<file path="src/common/wdr_defs.svh">
`ifndef WDR_DEFS_SVH
`define WDR_DEFS_SVH
// register byte offsets
`define WDR_OFF_RESTART   8'h0C
`define WDR_OFF_STATUS    8'h10
`define WDR_OFF_CLEAR     8'h14
`define WDR_OFF_PARAM5    8'hE4
`define WDR_OFF_PARAM4    8'hE8
`define WDR_OFF_PARAM3    8'hEC
`define WDR_OFF_PARAM2    8'hF0
`define WDR_OFF_PARAM1    8'hF4
`define WDR_OFF_VERSION   8'hF8
`define WDR_OFF_TYPE      8'hFC
// restart key field
`define WDR_KEY_MSB       7
`define WDR_KEY_LSB       0
`define WDR_KEY           8'h76
// status and clear bit position
`define WDR_STAT_BIT      0
// reset and fixed read values
`define WDR_RST_ZERO      32'h0000_0000
`define WDR_RST_PARAM2    32'h0000_FFFF
`define WDR_RST_COUNT     32'h0000_FFFF
// version: ascii digits then '*', value arbitrary
`define WDR_VERSION_WORD  32'h3030_312A
// type code, value arbitrary
`define WDR_TYPE_WORD     32'h0000_0001
// reset pulse: two cycles shifted left by the length select
`define WDR_PULSE_BASE    9'h002
`endif

</file>
<file path="src/common/wdr_pkg.sv">
package wdr_pkg;
    // response to a timeout
    typedef enum logic {
        wdr_resp_reset,
        wdr_resp_irq_first
    } wdr_resp_t;

    // system reset pulse sequencer
    typedef enum logic {
        wdr_rst_idle,
        wdr_rst_pulse
    } wdr_rst_st_t;
endpackage : wdr_pkg

</file>
<file path="src/common/wdr_cnt_if.sv">
`timescale 1ns/1ps
interface wdr_cnt_if #(parameter int CNT_W = 32);
    logic             restart;
    logic             enable;
    logic [CNT_W-1:0] period;
    logic [CNT_W-1:0] count;
    logic             timeout;

    modport ctl (output restart, output enable, output period, input count, input timeout);
    modport cnt (input restart, input enable, input period, output count, output timeout);
endinterface : wdr_cnt_if

</file>
<file path="src/design/wdr_counter.sv">
`timescale 1ns/1ps
`include "wdr_defs.svh"
module wdr_counter
    import wdr_pkg::*;
#(
    parameter int CNT_W = 32
)(
    input wire logic clk,
    input wire logic rst,
    wdr_cnt_if.cnt   cif
);
    logic [CNT_W-1:0] count_r;
    logic [CNT_W-1:0] period_r;

    // expiry seen while running; a kick in the same cycle wins
    assign cif.timeout = cif.enable && (count_r == '0) && !cif.restart;
    assign cif.count   = count_r;

    // period is latched only on a kick, so a new setting waits for one
    always_ff @(posedge clk or posedge rst)
    begin
        if (rst)
            period_r <= CNT_W'(`WDR_RST_COUNT);
        else if (cif.restart)
            period_r <= cif.period;
    end

    // down-counter; wraps to the latched period after expiry
    always_ff @(posedge clk or posedge rst)
    begin
        if (rst)
            count_r <= CNT_W'(`WDR_RST_COUNT);
        else if (cif.restart)
            count_r <= cif.period;
        else if (cif.enable)
        begin
            if (count_r == '0)
                count_r <= period_r;
            else
                count_r <= count_r - CNT_W'(1);
        end
    end

    period_wrap_a: assert property (@(posedge clk) disable iff (rst)
        cif.timeout |=> count_r == $past(period_r))
        else $error("counter did not wrap to latched period");
endmodule : wdr_counter

</file>
<file path="src/design/wdr_regs.sv">
`timescale 1ns/1ps
`include "wdr_defs.svh"
// Behaviour
// only key 0x76 in low byte kicks
// accepted kick also clears pending interrupt
// restart register always reads zero
// status bit 0 shows pending interrupt
// clear access drops interrupt, counter untouched
// version word is ascii digits plus asterisk
// software writes reserved bits zero, ignores them
// interrupt-first: second uncleared timeout resets system
// kick reloads from current period, latched then
// wrong key changes neither counter nor interrupt
module wdr_regs
    import wdr_pkg::*;
#(
    parameter int          CNT_W        = 32,
    parameter logic [31:0] VERSION_WORD = `WDR_VERSION_WORD,
    parameter logic [31:0] TYPE_WORD    = `WDR_TYPE_WORD,
    parameter logic [31:0] PARAM1_WORD  = `WDR_RST_ZERO,
    parameter logic [31:0] PARAM2_WORD  = `WDR_RST_PARAM2,
    parameter logic [31:0] PARAM3_WORD  = `WDR_RST_ZERO,
    parameter logic [31:0] PARAM4_WORD  = `WDR_RST_ZERO,
    parameter logic [31:0] PARAM5_WORD  = `WDR_RST_ZERO,
    parameter bit          IRQ_ACT_HIGH = 1'b1
)(
    input  wire logic             clk,
    input  wire logic             rst,
    input  wire logic             psel,
    input  wire logic             penable,
    input  wire logic             pwrite,
    input  wire logic [7:0]       paddr,
    input  wire logic [31:0]      pwdata,
    output logic      [31:0]      prdata,
    output logic                  pready,
    output logic                  pslverr,
    input  wire logic             wdt_enable,
    input  wire wdr_resp_t        resp_mode,
    input  wire logic [CNT_W-1:0] timeout_period,
    input  wire logic [2:0]       pulse_len_sel,
    output logic [CNT_W-1:0]      count_value,
    output logic                  irq,
    output logic                  sys_reset
);
    wdr_cnt_if #(.CNT_W(CNT_W)) cif ();

    logic        irq_r;
    logic        sys_reset_r;
    logic [31:0] prdata_r;
    logic [8:0]  pulse_cnt_r;
    wdr_rst_st_t rst_st_r;

    logic        setup_rd;
    logic        access;
    logic        mapped;
    logic        kick;
    logic        wrong_key;
    logic        clear_acc;
    logic        to_irq;
    logic        to_reset;

    wdr_counter #(.CNT_W(CNT_W)) u_counter (
        .clk (clk),
        .rst (rst),
        .cif (cif)
    );

    // address decode; reads are captured in setup so data comes from a flop
    always_comb
    begin
        unique case (paddr)
            `WDR_OFF_RESTART, `WDR_OFF_STATUS, `WDR_OFF_CLEAR,
            `WDR_OFF_PARAM5, `WDR_OFF_PARAM4, `WDR_OFF_PARAM3,
            `WDR_OFF_PARAM2, `WDR_OFF_PARAM1, `WDR_OFF_VERSION,
            `WDR_OFF_TYPE: mapped = 1'b1;
            default:       mapped = 1'b0;
        endcase
    end

    assign setup_rd = psel && !penable && !pwrite;
    assign access   = psel && penable;
    assign pready   = 1'b1;
    assign pslverr  = access && !mapped; // unmapped offsets answer an error

    // key check on the low byte only; upper bits are don't care
    assign kick      = access && pwrite && (paddr == `WDR_OFF_RESTART)
                       && (pwdata[`WDR_KEY_MSB:`WDR_KEY_LSB] == `WDR_KEY);
    assign wrong_key = access && pwrite && (paddr == `WDR_OFF_RESTART) && !kick;
    // any access, read or write, to the clear register acks the interrupt
    assign clear_acc = access && (paddr == `WDR_OFF_CLEAR);

    // counter hookup; only a good key reaches the counter
    assign cif.restart = kick;
    assign cif.enable  = wdt_enable;
    assign cif.period  = timeout_period;
    assign count_value = cif.count;

    // timeout response split by mode
    assign to_irq   = cif.timeout && (resp_mode == wdr_resp_irq_first);
    assign to_reset = cif.timeout && ((resp_mode == wdr_resp_reset) || irq_r);

    // pending interrupt; a timeout in the clearing cycle still sets it
    always_ff @(posedge clk or posedge rst)
    begin
        if (rst)
            irq_r <= 1'b0;
        else if (to_irq)
            irq_r <= 1'b1;
        else if (kick || clear_acc)
            irq_r <= 1'b0;
    end

    assign irq = irq_r ^ !IRQ_ACT_HIGH; // polarity on the pin only

    // reset pulse sequencer; a timeout during a pulse does not stretch it
    always_ff @(posedge clk or posedge rst)
    begin
        if (rst)
        begin
            rst_st_r    <= wdr_rst_idle;
            sys_reset_r <= 1'b0;
            pulse_cnt_r <= '0;
        end
        else
        begin
            unique case (rst_st_r)
                wdr_rst_idle:
                begin
                    if (to_reset)
                    begin
                        rst_st_r    <= wdr_rst_pulse;
                        sys_reset_r <= 1'b1;
                        pulse_cnt_r <= (`WDR_PULSE_BASE << pulse_len_sel) - 9'h001;
                    end
                end
                wdr_rst_pulse:
                begin
                    if (pulse_cnt_r == 9'h000)
                    begin
                        rst_st_r    <= wdr_rst_idle;
                        sys_reset_r <= 1'b0;
                    end
                    else
                        pulse_cnt_r <= pulse_cnt_r - 9'h001;
                end
            endcase
        end
    end

    assign sys_reset = sys_reset_r;

    // read data, captured in setup phase and held through access
    always_ff @(posedge clk or posedge rst)
    begin
        if (rst)
            prdata_r <= `WDR_RST_ZERO;
        else if (setup_rd)
        begin
            unique case (paddr)
                `WDR_OFF_RESTART: prdata_r <= `WDR_RST_ZERO;
                `WDR_OFF_STATUS:  prdata_r <= {31'h0000_0000, irq_r};
                `WDR_OFF_CLEAR:   prdata_r <= `WDR_RST_ZERO;
                `WDR_OFF_PARAM5:  prdata_r <= PARAM5_WORD;
                `WDR_OFF_PARAM4:  prdata_r <= PARAM4_WORD;
                `WDR_OFF_PARAM3:  prdata_r <= PARAM3_WORD;
                `WDR_OFF_PARAM2:  prdata_r <= PARAM2_WORD;
                `WDR_OFF_PARAM1:  prdata_r <= PARAM1_WORD;
                `WDR_OFF_VERSION: prdata_r <= VERSION_WORD;
                `WDR_OFF_TYPE:    prdata_r <= TYPE_WORD;
                default:          prdata_r <= `WDR_RST_ZERO;
            endcase
        end
    end

    assign prdata = prdata_r;

    restart_key_a: assert property (@(posedge clk) disable iff (rst)
        kick |=> cif.count == $past(timeout_period))
        else $error("keyed restart did not reload counter");

    wrong_key_a: assert property (@(posedge clk) disable iff (rst)
        wrong_key && !cif.timeout |=> irq_r == $past(irq_r))
        else $error("wrong key disturbed interrupt");

    wrong_cnt_a: assert property (@(posedge clk) disable iff (rst)
        wrong_key && !wdt_enable |=> cif.count == $past(cif.count))
        else $error("wrong key disturbed counter");

    kick_clear_a: assert property (@(posedge clk) disable iff (rst)
        kick |=> !irq_r)
        else $error("restart left interrupt pending");

    restart_zero_a: assert property (@(posedge clk) disable iff (rst)
        setup_rd && paddr == `WDR_OFF_RESTART |=> prdata == 32'h0000_0000)
        else $error("restart register read nonzero");

    status_read_a: assert property (@(posedge clk) disable iff (rst)
        setup_rd && paddr == `WDR_OFF_STATUS |=> prdata == {31'h0000_0000, $past(irq_r)})
        else $error("status bit does not match pending interrupt");

    eoi_clear_a: assert property (@(posedge clk) disable iff (rst)
        clear_acc && !cif.timeout |=> !irq_r)
        else $error("clear access left interrupt pending");

    eoi_count_a: assert property (@(posedge clk) disable iff (rst)
        clear_acc && wdt_enable && cif.count != '0 |=>
        cif.count == $past(cif.count) - CNT_W'(1))
        else $error("clear access disturbed counter");

    version_read_a: assert property (@(posedge clk) disable iff (rst)
        setup_rd && paddr == `WDR_OFF_VERSION |=>
        prdata == VERSION_WORD && prdata[7:0] == 8'h2A)
        else $error("version word wrong");

    second_timeout_a: assert property (@(posedge clk) disable iff (rst)
        cif.timeout && irq_r && rst_st_r == wdr_rst_idle |=> sys_reset && irq_r)
        else $error("second timeout gave no system reset");

    first_timeout_a: assert property (@(posedge clk) disable iff (rst)
        cif.timeout && !irq_r && resp_mode == wdr_resp_irq_first
        && rst_st_r == wdr_rst_idle |=> irq_r && !sys_reset)
        else $error("first timeout did not raise interrupt only");
endmodule : wdr_regs

</file>
<file path="config.mk">
export PLATFORM = sky130hd
export DESIGN_NAME = wdr_regs
export DESIGN_NICKNAME = d
export VERILOG_FILES = /design/src/common/wdr_pkg.sv /design/src/common/wdr_cnt_if.sv /design/src/design/wdr_counter.sv /design/src/design/wdr_regs.sv
export VERILOG_INCLUDE_DIRS = /design/src /design/src/common
export SDC_FILE = /design/constraint.sdc
export NUM_CORES = 1
export LEC_CHECK = 0
export BUFFER_PORTS_ARGS = -buffer_cell sky130_fd_sc_hd__buf_2
export CELL_PAD_IN_SITES_DETAIL_PLACEMENT = 1
export CELL_PAD_IN_SITES_GLOBAL_PLACEMENT = 1
export CORE_AREA = 2 2 120 122
export DETAILED_ROUTE_END_ITERATION = 10
export DIE_AREA = 0 0 122 124
export PLACE_DENSITY = 0.89
export SKIP_CTS_REPAIR_TIMING = 1
export SYNTH_ARGS = -nofsm -noshare
export SYNTH_HDL_FRONTEND = slang
export SYNTH_SLANG_ARGS = --single-unit
</file>
<file path="constraint.sdc">
create_clock -name clk -period 3.2 [get_ports clk]
set_clock_uncertainty 0.1 [all_clocks]
set_input_delay 0.64 -clock clk [delete_from_list [all_inputs] [get_ports clk]]
set_output_delay 0.64 -clock clk [all_outputs]
set_load 0.01 [all_outputs]
</file>
### Word-level counts from Yosys, hierarchy flattened

Cells that the tools add are included.
W data, S select, Z words.

* bits in registers: 108
* bits of input ports: 82
* output and inout port bits: 68

* add/sub/neg operators: 3
* equality and inequality tests: 14
* shift-type cells: 1
* multiplexer cells: 16
* bitwise operators: 2
* reduce and logical (&&, ||, !) cells: 25

Operator list (number)
* $pmux W30 S4: 1
* $mux W32: 3
* $eq A8 B8 Y1 const B: 7
* $logic_not A32 Y1: 1
* $sub A32 B1 Y32 const B: 1
* $mux W9: 2
* $pmux W9 S2: 1
* $sub A9 B1 Y9 const B: 2
* $eq A8 B5 Y1 const B: 2
* $logic_and A1 B1 Y1: 12
* $reduce_or A10 Y1: 1
* $logic_not A9 Y1: 1
* $shl A2 B3 Y9 const A: 1
* $eq A8 B4 Y1 const B: 1
* $eq A8 B7 Y1 const B: 1
* $mux W1: 7
* $logic_not A1 Y1: 4
* $ne A2 B2 Y1 const B: 2
* $pmux W1 S2: 2
* $reduce_and A2 Y1: 2
* $reduce_bool A2 Y1: 2
* $logic_or A1 B1 Y1: 2
* $ne A2 B1 Y1 const B: 1
* $not A1 Y1: 2

### Logic depth before layout (Yosys ltp)

Gate-level depths: netlist of the first run.

* depth in word-level cells: 9
* mapped depth: 10

### Modules after synthesis

Synthesis of the first run repeated with hierarchy kept, for this count alone.

* cell total of the unflattened synthesis: 522
* area, all modules: 4917.2 µm²

By module, submodules not included
* wdr_counter: instances 1, cells each 382, area each 3732.3 µm², sequential area each 1641.6 µm²
* wdr_regs: instances 1, cells each 140, area each 1184.9 µm², sequential area each 400.4 µm²

### Worst setup path after synthesis of the first run

Ideal clock, no wire load.

* kind: register to register
* start point: register rst_st_r
* end point: register pulse_cnt_r[6]
* setup time: 125 ps
* arrival time: 2389 ps
* required time: 2975 ps
* path slack: 586 ps
* stages on the path, launching flop included: 11
* buffers on the path: 3
* clock period less this slack: 2614 ps
* cell sequence: dfrtp_1 > clkbuf_1 > clkbuf_1 > clkbuf_1 > nor2_1 > a22oi_1 > ha_1 > o311ai_0 > a21oi_1 > o21ai_0 > mux2_4

* cells in the longest elaborated chain, start to end: 3
* elaborated cells on any way between the ends: 5
* classes of those cells: 2 x eq/ne; 1 x mux; 1 x bitwise; 1 x reduce/logical

RTL lines
* from (decl): line wdr_regs.sv:51 `wdr_rst_st_t rst_st_r;`
* from (signal assigned): line wdr_regs.sv:120 `rst_st_r <= wdr_rst_idle;`
* from (signal assigned): line wdr_regs.sv:131 `rst_st_r <= wdr_rst_pulse;`
* from (signal assigned): line wdr_regs.sv:140 `rst_st_r <= wdr_rst_idle;`
* $not A1 Y1
* $ne A2 B2 Y1 (no source line)
* $reduce_and A2 Y1 (no source line)
* to (signal assigned): line wdr_regs.sv:133 `` pulse_cnt_r <= (`WDR_PULSE_BASE << pulse_len_sel) - 9'h001; ``
* to (signal assigned): line wdr_regs.sv:144 `pulse_cnt_r <= pulse_cnt_r - 9'h001;`
* to (decl): line wdr_regs.sv:50 `logic [8:0] pulse_cnt_r;`

Several ways; a longest one is shown, not always the timed one.
A chain may end at the register's enable or synchronous reset.

### Worst setup path in the final report of the first run

* start point: register u_counter.count_r[27] (netlist: u_counter.cif.count[27])
* end point: register u_counter.count_r[21] (netlist: u_counter.cif.count[21])

* cells in the longest elaborated chain, start to end: 4

RTL lines
* from (decl): line wdr_counter.sv:12 `logic [CNT_W-1:0] count_r;`
* from (signal assigned): line wdr_counter.sv:32 `` count_r <= CNT_W'(`WDR_RST_COUNT); ``
* from (signal assigned): line wdr_counter.sv:34 `count_r <= cif.period;`
* from (signal assigned): line wdr_counter.sv:38 `count_r <= period_r;`
* $logic_not A32 Y1: line wdr_counter.sv:37 `if (count_r == '0)`
* $mux W32: line wdr_counter.sv:37
* $mux W32: line wdr_counter.sv:35 `else if (cif.enable)`
* $mux W32: line wdr_counter.sv:33 `else if (cif.restart)`

Every way passes these cells. The select of a mux whose other input is x is not followed.

==> results of run 1 <==
-- kinds of logic (layout without fill, tap and decap cells) --
group / after synthesis / count (layout) / synth area share
other: 2 / 13 / 0.00142
adders and majority gates: 3 / 3 / 0.00707
DFF: 80 / 80 / 0.385
buffers and inverters: 72 / 155 / 0.0766
muxes: 16 / 16 / 0.0325
xor gates and xnor gates: 19 / 19 / 0.0314
and+or+nand+nor: 283 / 283 / 0.284
AOI/OAI and AO/OA: 135 / 135 / 0.183
-- critical path: cells and delay by family (launching register included) --
kind | cells | cell delay [ns]
AO/OA/AOI/OAI | 2 | 0.57
AND/OR/NAND/NOR | 3 | 1.52
flip-flops | 1 | 0.47
-- through the flow --
stage	total power [W]	hold slack, ns	cells	worst slack, ns	instance area (sq um)
after floorplan	0.00224	0.333	621	0.461	5350
after global placement	0.00256	0.341	868	0.524	5920
final	0.00374	0.284	884	0.398	6250
after CTS	0.00375	0.307	884	0.407	6250
after detailed placement	0.00263	0.346	868	0.426	5920
after global routing	0.00393	0.329	884	0.276	6250
-- per-layer routing --
layer | GRT usage | part of all wire
met5 | 0 | 0
met2 | 0.419 | 0.50
met4 | 0.0855 | 0.021
met1 | 0.296 | 0.42
met3 | 0.0563 | 0.059
-- cell usage after synthesis, types with 5 or more instances --
| cell | n |
|---|---|
| dfrtp_1 | 48 |
| a311oi_1 | 5 |
| o211ai_1 | 5 |
| nor2b_1 | 5 |
| nand3_1 | 17 |
| or2_2 | 5 |
| nor3_1 | 23 |
| xnor2_1 | 16 |
| mux2i_1 | 12 |
| clkbuf_1 | 21 |
| or3_1 | 7 |
| buf_4 | 30 |
| nor4_1 | 10 |
| nand4_1 | 15 |
| o31ai_1 | 9 |
| nand2_1 | 123 |
| inv_1 | 9 |
| nor2_1 | 28 |
| a21oi_1 | 19 |
| o21ai_0 | 15 |
| buf_2 | 9 |
| a22oi_1 | 15 |
| o21ai_1 | 16 |
| dfstp_2 | 32 |
-- final timing paths --
| check | startpoint | to | slack, ns | depth (start not counted) |
|---|---|---|---|---|
| max reg2reg | u_counter.cif.count[27] | u_counter.cif.count[21] | 0.40 | 5 |
| min reg2reg | u_counter.period_r[12] | u_counter.period_r[12] | 0.35 | 2 |
| min | rst | prdata[28] | 0.28 | 3 |
| max in group asynchronous | rst | u_counter.cif.count[1] | 2.32 | 3 |
| min in group clk | u_counter.period_r[12] | u_counter.period_r[12] | 0.35 | 2 |
| max | u_counter.cif.count[27] | u_counter.cif.count[21] | 0.40 | 5 |
-- state kept, by name (all words and copies together) (netlist names) --
register             count
irq                      1
sys_reset                1
rst_st_r                 1
pulse_cnt_r              9
u_counter.period_r      32
prdata                   4
u_counter.cif.count     32
-- cell type report --
cell class,instances,area [sq um]
inverter,10,42.5
tap,180,225
timing repair buffer,129,713
clock inverter,2,17.5
fill,1655,7470
multi-input combinational,469,2900
clock buffer,14,307
sequential,80,2040
-- power groups by stage --
stage,sequential [W],combinational (W),clock (W)
global route,0.00150,0.00126,0.00117
CTS,0.00147,0.00115,0.00112
global placement,0.00147,0.00109,0
detailed placement,0.00149,0.00115,0
finish,0.00148,0.00115,0.00110
floorplan,0.00142,0.000816,0
==> reports/metrics.yaml, run 1 <==
grt:
  track_usage: 0.242
  grt_pass1_wl_um: 28300
  overflow: 0
  grt_pass1_vias: 5403
  antenna_found_initial: 0
  grt_max_degree: 81
drt:
  viasPerCell: 5.89
  drc: 0
  routedWlPerCell_um: 20.0
  ant_nets: 0
  drt_iter0_drc: 395
  routed_wirelength_um: 17700
  vias: 5211
  drt_pre_antenna_iters: 5
layout:
  final_core_util: 0.455
  final_common_cell: "nand2_1"
  nets: 784
  drive_above_1_share: 0.297
  area_growth_pct: 17.8
  antennaDiodeCount: 0
  layout_common_cells: "123 x nand2_1, 112 x buf_2, 48 x dfrtp_1"
critical_path:
  crit_fanout: 26
  end_kind: "flop"
  max_stage_delay_ns: 0.60
  cp_slowest_cell: "and4b_1"
  worst-setup-path-type: "flop to flop"
  cp.arrival_ns: 2.93
  critPathLaunchType: "flop"
  worstPathCellList: "nor4_2, and4b_1, nand3_4, o311ai_1, a22oi_1"
  required_ns: 3.32
sta:
  setup_viol: 0
  slew_headroom: 0.413
  slew_viol_final: 0
  finalHoldViolations: 0
  rsz0062_at_grt: "false"
  tightest_slew_ns: 0.870
  fmax_ghz: 0.357
  tns_ns: 0
  period_share: 0.876
  min_period_ns: 2.80
synth:
  ys_warn_count: 0
  syn-cell-area_sq_mm: 0.00531
  synth_area_leader_cell: "dfrtp_1"
  synth.avg_cell_area_sq_um: 8.70
  postSynthCellCount: 610
  async_reset_ff_frac: 1.00
  ys_types: 85
  synth.area.top_cells: "dfrtp_1 23%, dfstp_2 16%, nand2_1 8.7%, buf_4 4.2%, xnor2_1 2.6%"
  ys_ff_latch: 80
  synth_top_area_frac: 0.226
  yosysSeqAreaShare: 0.385
  synth_edf_count: 0
  ys.flop_type: "dfrtp_1"
clocking:
  clk_path_buf_depth: 2
  clk_pin_slew_worst_paths_ns: 0.07
  cts_tree: "done"
  cts_root_buffer: "clkbuf_16"
  clock-sinks: 80
  cts_buffers: 9
  cts_max_level: 3
  clock_latency_ns: 0.35
placement:
  port_buffers: 112
  dp.final_hpwl_um: 12600
  routabilityCongestion: 0.874
floorplanning:
  design.die.area_sq_mm: 0.0151
  core_area_sq_mm: 0.0137
  die_x_um: 122
  start_util: 0.387
  die_h_um: 124
  row_count: 43
  io_pins: 150
power:
  ir_worst_vdd_mv: 0.377
  power_density_mw_per_mm2: 598
  swShare: 0.358
  p_clk_frac: 0.296
  power_switching_w: 0.00134
  p_int_w: 0.00240
  p_leak_nw: 2.81
  pwr-share-comb: 0.308
  power_frac_seq: 0.396
outcome:
  status: "completed"
job:
  maxCapViolCount: 0
worst_hold_path:
  min_path_type: "input port to async pin"
(Power assumes the default switching activity.)
==> run 2: changes to the inputs <==
--- a/config.mk
+++ b/config.mk
@@ -13,6 +13,7 @@
 export DETAILED_ROUTE_END_ITERATION = 10
 export DIE_AREA = 0 0 122 124
 export PLACE_DENSITY = 0.89
+export RECOVER_POWER = 100
 export SKIP_CTS_REPAIR_TIMING = 1
 export SYNTH_ARGS = -nofsm -noshare
 export SYNTH_HDL_FRONTEND = slang
==> run 2 against run 1 <==
First-iteration DRC count fell by 15%. Largest power group unchanged. The run now ends with max-capacitance violations, max-slew violations left. Non-clock buffer count did not move. Global-route usage is the same. Combinational power fell by 3%. Sequential share of layout area up 0.53 points.
==> reports/metrics.yaml, run 2 (synthesized netlist as in run 1, its figures left out) <==
outcome:
  status: "complete, but fails checks"
  violations: "max-capacitance violations, max-slew violations"
sta:
  rsz0062_at_grt: "false"
  setup_viol: 0
  fmax_ghz: 0.348
  slew_headroom: -0.402
  min_period_ns: 2.87
  finalHoldViolations: 0
  slew_viol_final: 81
  tightest_slew_ns: 2.10
  period_share: 0.897
  tns_ns: 0
layout:
  nets: 784
  drive_above_1_share: 0.207
  final_common_cell: "nand2_1"
  area_growth_pct: 15.9
  fin_cells: 884
  layout_common_cells: "124 x nand2_1, 71 x buf_2, 48 x dfrtp_1"
  antennaDiodeCount: 0
floorplanning:
  die_h_um: 124
  start_util: 0.387
  io_pins: 150
  row_count: 43
  design.die.area_sq_mm: 0.0151
  die_x_um: 122
  core_area_sq_mm: 0.0137
clocking:
  clk_path_buf_depth: 2
  cts_buffers: 9
  clk_pin_slew_worst_paths_ns: 0.06
  cts_max_level: 3
  cts_tree: "done"
  clock-sinks: 80
  cts_root_buffer: "clkbuf_16"
  clock_latency_ns: 0.35
worst_hold_path:
  hold_path_depth: 2
  min_path_type: "flop to flop"
critical_path:
  cp.arrival_ns: 2.99
  crit_fanout: 9
  worst-setup-path-type: "flop to flop"
  critPathLaunchType: "flop"
  r2r_slack_ns: 0.33
  ff2ff_path_depth: 6
  end_kind: "flop"
  required_ns: 3.32
placement:
  port_buffers: 112
  dp.cells: 868
  routabilityCongestion: 0.874
  dp.final_hpwl_um: 12600
grt:
  overflow: 0
  track_usage: 0.242
  grt_pass1_vias: 5403
  grt_max_degree: 81
  antenna_found_initial: 0
  grt_pass1_wl_um: 28300
drt:
  drc: 0
  ant_nets: 0
  drt_pre_antenna_iters: 5
  viasPerCell: 5.92
  routed_wirelength_um: 17700
  drt_iter0_drc: 334
  vias: 5236
  routedWlPerCell_um: 20.0
power:
  p_leak_nw: 2.61
  power_density_mw_per_mm2: 598
  ir_worst_vdd_mv: 0.375
job:
  maxCapViolCount: 1
-- run 2: cell count changes in the layout (fill, tap and decap cells not counted), sizes merged --
| cell | delta |
|---|---|
| buf | -43 |
| clkbuf | +43 |
-- run 2: metrics by stage --
step                      setup WS [ns]   util  power, W  hold WS, ns  cell area (sq um)
final                             0.329  0.448   0.00368        0.353               6150
after global routing              0.149  0.448   0.00388        0.365               6150
after CTS                         0.407  0.455   0.00375        0.307               6250
after detailed placement          0.426  0.432   0.00263        0.346               5920
after global placement            0.524  0.432   0.00256        0.341               5920
after floorplan                   0.461      -   0.00224        0.333               5350
-- run 2: cell type report --
cell class	instances	area, sq um
fill	1667	7570
sequential	80	2040
timing repair buffer	129	644
tap	180	225
clock inverter	2	17.5
multi-input combinational	469	2870
clock buffer	14	307
inverter	10	42.5
-- run 2: metal layers --
layer | global-route usage | share of wire
met2 | 0.419 | 0.49
met3 | 0.0563 | 0.064
met4 | 0.0855 | 0.023
met1 | 0.296 | 0.42
met5 | 0 | 0
-- run 2: critical path, stage by stage, from the launching register on --
cell	delay [ns]
dfrtp_1	0.47
nor4_2	0.46
and4b_1	0.55
nand2_1	0.30
o31a_4	0.43
inv_6	0.10
mux2_1	0.33
-- run 2: worst paths after layout --
path | end | from
min reg2reg | u_counter.period_r[12] | u_counter.period_r[12]
max | pulse_cnt_r[6] | u_counter.cif.count[27]
min in group asynchronous | prdata[15] | rst
max in group asynchronous | u_counter.period_r[25] | rst
min | u_counter.period_r[12] | u_counter.period_r[12]
max reg2reg | pulse_cnt_r[6] | u_counter.cif.count[27]
-- run 2: where the power goes --
group          switching [W]  leakage, nW  internal (W)
Combinational       0.000616         1.51      0.000498
Clock               0.000438        0.159      0.000666
Sequential          0.000273        0.933       0.00118
==> run 3: changes to the inputs <==
--- a/config.mk
+++ b/config.mk
@@ -9,12 +9,13 @@
 export BUFFER_PORTS_ARGS = -buffer_cell sky130_fd_sc_hd__buf_2
 export CELL_PAD_IN_SITES_DETAIL_PLACEMENT = 1
 export CELL_PAD_IN_SITES_GLOBAL_PLACEMENT = 1
-export CORE_AREA = 2 2 120 122
+export CORE_AREA = 2 2 122 124
 export DETAILED_ROUTE_END_ITERATION = 10
-export DIE_AREA = 0 0 122 124
-export PLACE_DENSITY = 0.89
+export DIE_AREA = 0 0 124 126
+export PLACE_DENSITY = 0.85
 export RECOVER_POWER = 100
 export SKIP_CTS_REPAIR_TIMING = 1
 export SYNTH_ARGS = -nofsm -noshare
 export SYNTH_HDL_FRONTEND = slang
+export SYNTH_HIERARCHICAL = 1
 export SYNTH_SLANG_ARGS = --single-unit
==> constraint.sdc (replaced) <==
create_clock -name clk -period 2.4 [get_ports clk]
set_clock_uncertainty 0.1 [all_clocks]
set_input_delay 0.48 -clock clk [delete_from_list [all_inputs] [get_ports clk]]
set_output_delay 0.48 -clock clk [all_outputs]
set_load 0.01 [all_outputs]
==> run 3 against run 2 <==
Critical path type unchanged. Sequential share of layout area decreased by 0.43 points. Utilization decreased by 1.3 points. Largest power group unchanged. Highest routed layer is now met5. Count of clock-buffer cells in the layout decreased by 4. Worst setup slack got worse by 0.23 ns. Flip-flop and latch count unchanged. The run now ends clean. Die area increased by 3.3%. Final cell count decreased by 2.8%.
==> reports/metrics.yaml, run 3 <==
outcome:
  status: "completed"
floorplanning:
  row_count: 44
  design.die.area_sq_mm: 0.0156
  core_area_sq_mm: 0.0143
  die_h_um: 126
  die_x_um: 124
  start_util: 0.344
  io_pins: 150
critical_path:
  crit_fanout: 8
  required_ns: 2.52
  critPathCapture: "pulse_cnt_r[5]"
  r2r-end: "pulse_cnt_r[5]"
  end_kind: "flop"
  worst-setup-path-type: "flop to flop"
  r2r_start: "u_counter/cif.count[0]"
  critPathLaunch: "u_counter/cif.count[0]"
  critPathLaunchType: "flop"
  cp.arrival_ns: 2.43
  r2r_slack_ns: 0.1
  ff2ff_path_depth: 9
clocking:
  clock_latency_ns: 0.34
  clk_path_buf_depth: 2
  cts_tree: "done"
  clock-sinks: 80
  cts_max_level: 3
  cts_root_buffer: "clkbuf_16"
  clk_pin_slew_worst_paths_ns: 0.06
  cts_buffers: 9
drt:
  wl_met2_um: 7880
  met3_wirelength_um: 880
  drt_iter0_drc: 172
  drc: 0
  routed_wirelength_um: 15700
  vias: 4612
  ant_nets: 0
  routedWlPerCell_um: 18.3
  top_layer: "met5"
  drt_pre_antenna_iters: 4
  viasPerCell: 5.37
  wl_met1_um: 6600
sta:
  period_share: 0.960
  min_period_ns: 2.30
  setup_viol: 0
  fmax_ghz: 0.434
  slew_headroom: 0.427
  slew_viol_final: 0
  fin_ws_ns: 0.0966
  finalHoldViolations: 0
  tightest_slew_ns: 0.859
  rsz0062_at_grt: "true"
placement:
  dp.final_hpwl_um: 11700
  dp_slack_ns: -0.231
  port_buffers: 112
  dp.cells: 843
  routabilityCongestion: 0.955
synth:
  yosysSeqAreaShare: 0.415
  syn-cell-area_sq_mm: 0.00492
  ys.flop_type: "dfrtp_1"
  synth_edf_count: 0
  synth_most_common_cell: "o21ai_0"
  async_reset_ff_frac: 1.00
  yosys-top-cells-count: "53 x o21ai_0, 48 x dfrtp_1, 44 x nand2_1, 32 x buf_4, 32 x dfstp_2"
  synth.avg_cell_area_sq_um: 9.42
  ys_types: 85
  synth_area_leader_cell: "dfrtp_1"
  postSynthCellCount: 522
  ys_warn_count: 6
  synth.area.top_cells: "dfrtp_1 24%, dfstp_2 17%, o21ai_0 5.4%, buf_4 4.9%, mux2_2 3.7%"
  synth_top_area_frac: 0.244
  ys_ff_latch: 80
layout:
  fin_cells: 859
  nets: 754
  final_core_util: 0.435
  antennaDiodeCount: 0
  area_growth_pct: 26.7
  final_common_cell: "buf_2"
  drive_above_1_share: 0.360
  layout_common_cells: "86 x buf_2, 52 x o21ai_0, 49 x buf_4"
grt:
  antenna_found_initial: 2
  grt_pass1_wl_um: 25500
  grt_pass1_vias: 4918
  overflow: 0
  track_usage: 0.209
  grt_max_degree: 43
power:
  ir_worst_vdd_mv: 0.321
  p_leak_nw: 2.81
  power_density_mw_per_mm2: 687
worst_hold_path:
  min_path_type: "input port to async pin"
job:
  maxCapViolCount: 0
## run 3: changes by cell type in the layout (fill, tap and decap cells not counted), sizes merged, moves of 6 or more
cell / delta
or2: -6
o21ai: +24
xnor2: -9
nand2: -78
nor3: -12
nor4: -6
buf: +51
xor2: +12
inv: +17
mux2: +12
a22oi: -7
clkbuf: -6
## run 3: worst min-delay path by stage
| stage | start | end | slack, ns | cells past startpoint |
|---|---|---|---|---|
| 6_report | rst | prdata[28] | 0.14 | 2 |
| 5_1_grt | rst | prdata[0] | 0.20 | 2 |
| 3_5_place_dp | u_counter/period_r[6] | u_counter/period_r[6] | 0.37 | 2 |
| 4_1_cts | rst | u_counter/period_r[27] | 0.07 | 2 |
| 2_1_floorplan | rst | irq | 0.29 | 1 |
| 3_3_place_gp | u_counter/period_r[6] | u_counter/period_r[6] | 0.36 | 2 |
## run 3: critical path, cell delays in order (launching register included)
cell	delay, ns
dfstp_2	0.58
inv_1	0.09
ha_1	0.24
and3_4	0.19
nand4_1	0.18
inv_2	0.09
a21oi_4	0.19
a41o_2	0.17
inv_2	0.06
a221o_1	0.29
## run 3: stage by stage
step | area [sq um] | setup TNS [ns] | total power (W) | hold WS [ns]
2_1_floorplan | 4990 | -0.654 | 0.00228 | 0.294
3_3_place_gp | 5940 | -0.363 | 0.00271 | 0.360
3_5_place_dp | 5940 | -2.59 | 0.00276 | 0.366
4_1_cts | 6260 | -0.0306 | 0.00431 | 0.0733
5_1_grt | 6230 | -0.0149 | 0.00448 | 0.200
6_report | 6230 | 0 | 0.00428 | 0.136
## run 3: area by class of cell
type | count | area (sq um)
clock buffer | 10 | 239
clock inverter | 6 | 82.6
fill | 1721 | 8080
inverter | 27 | 101
multi-input combinational | 374 | 2540
sequential | 80 | 2040
tap | 184 | 230
timing repair buffer | 178 | 992
## run 3: cell families after synthesis
family	Yosys count	share of synthesized area
mux	25	0.0550
simple gates	181	0.211
compound gates	131	0.177
flops	80	0.415
other cells	2	0.00153
buf+inv	79	0.0952
xor+xnor	22	0.0392
fa+ha+maj	2	0.00509
## run 3: where the power goes
part,leakage (nW),switching [W],internal [W]
Combinational,1.74,0.000598,0.000447
Sequential,0.919,0.000194,0.00153
Clock,0.158,0.000575,0.000934
Total,2.81,0.00137,0.00291
## run 3: routing by layer
layer,track usage,up-vias
met5,0,-
li1,-,2148
met4,0.0720,4
met2,0.351,135
met3,0.0534,35
met1,0.258,2290
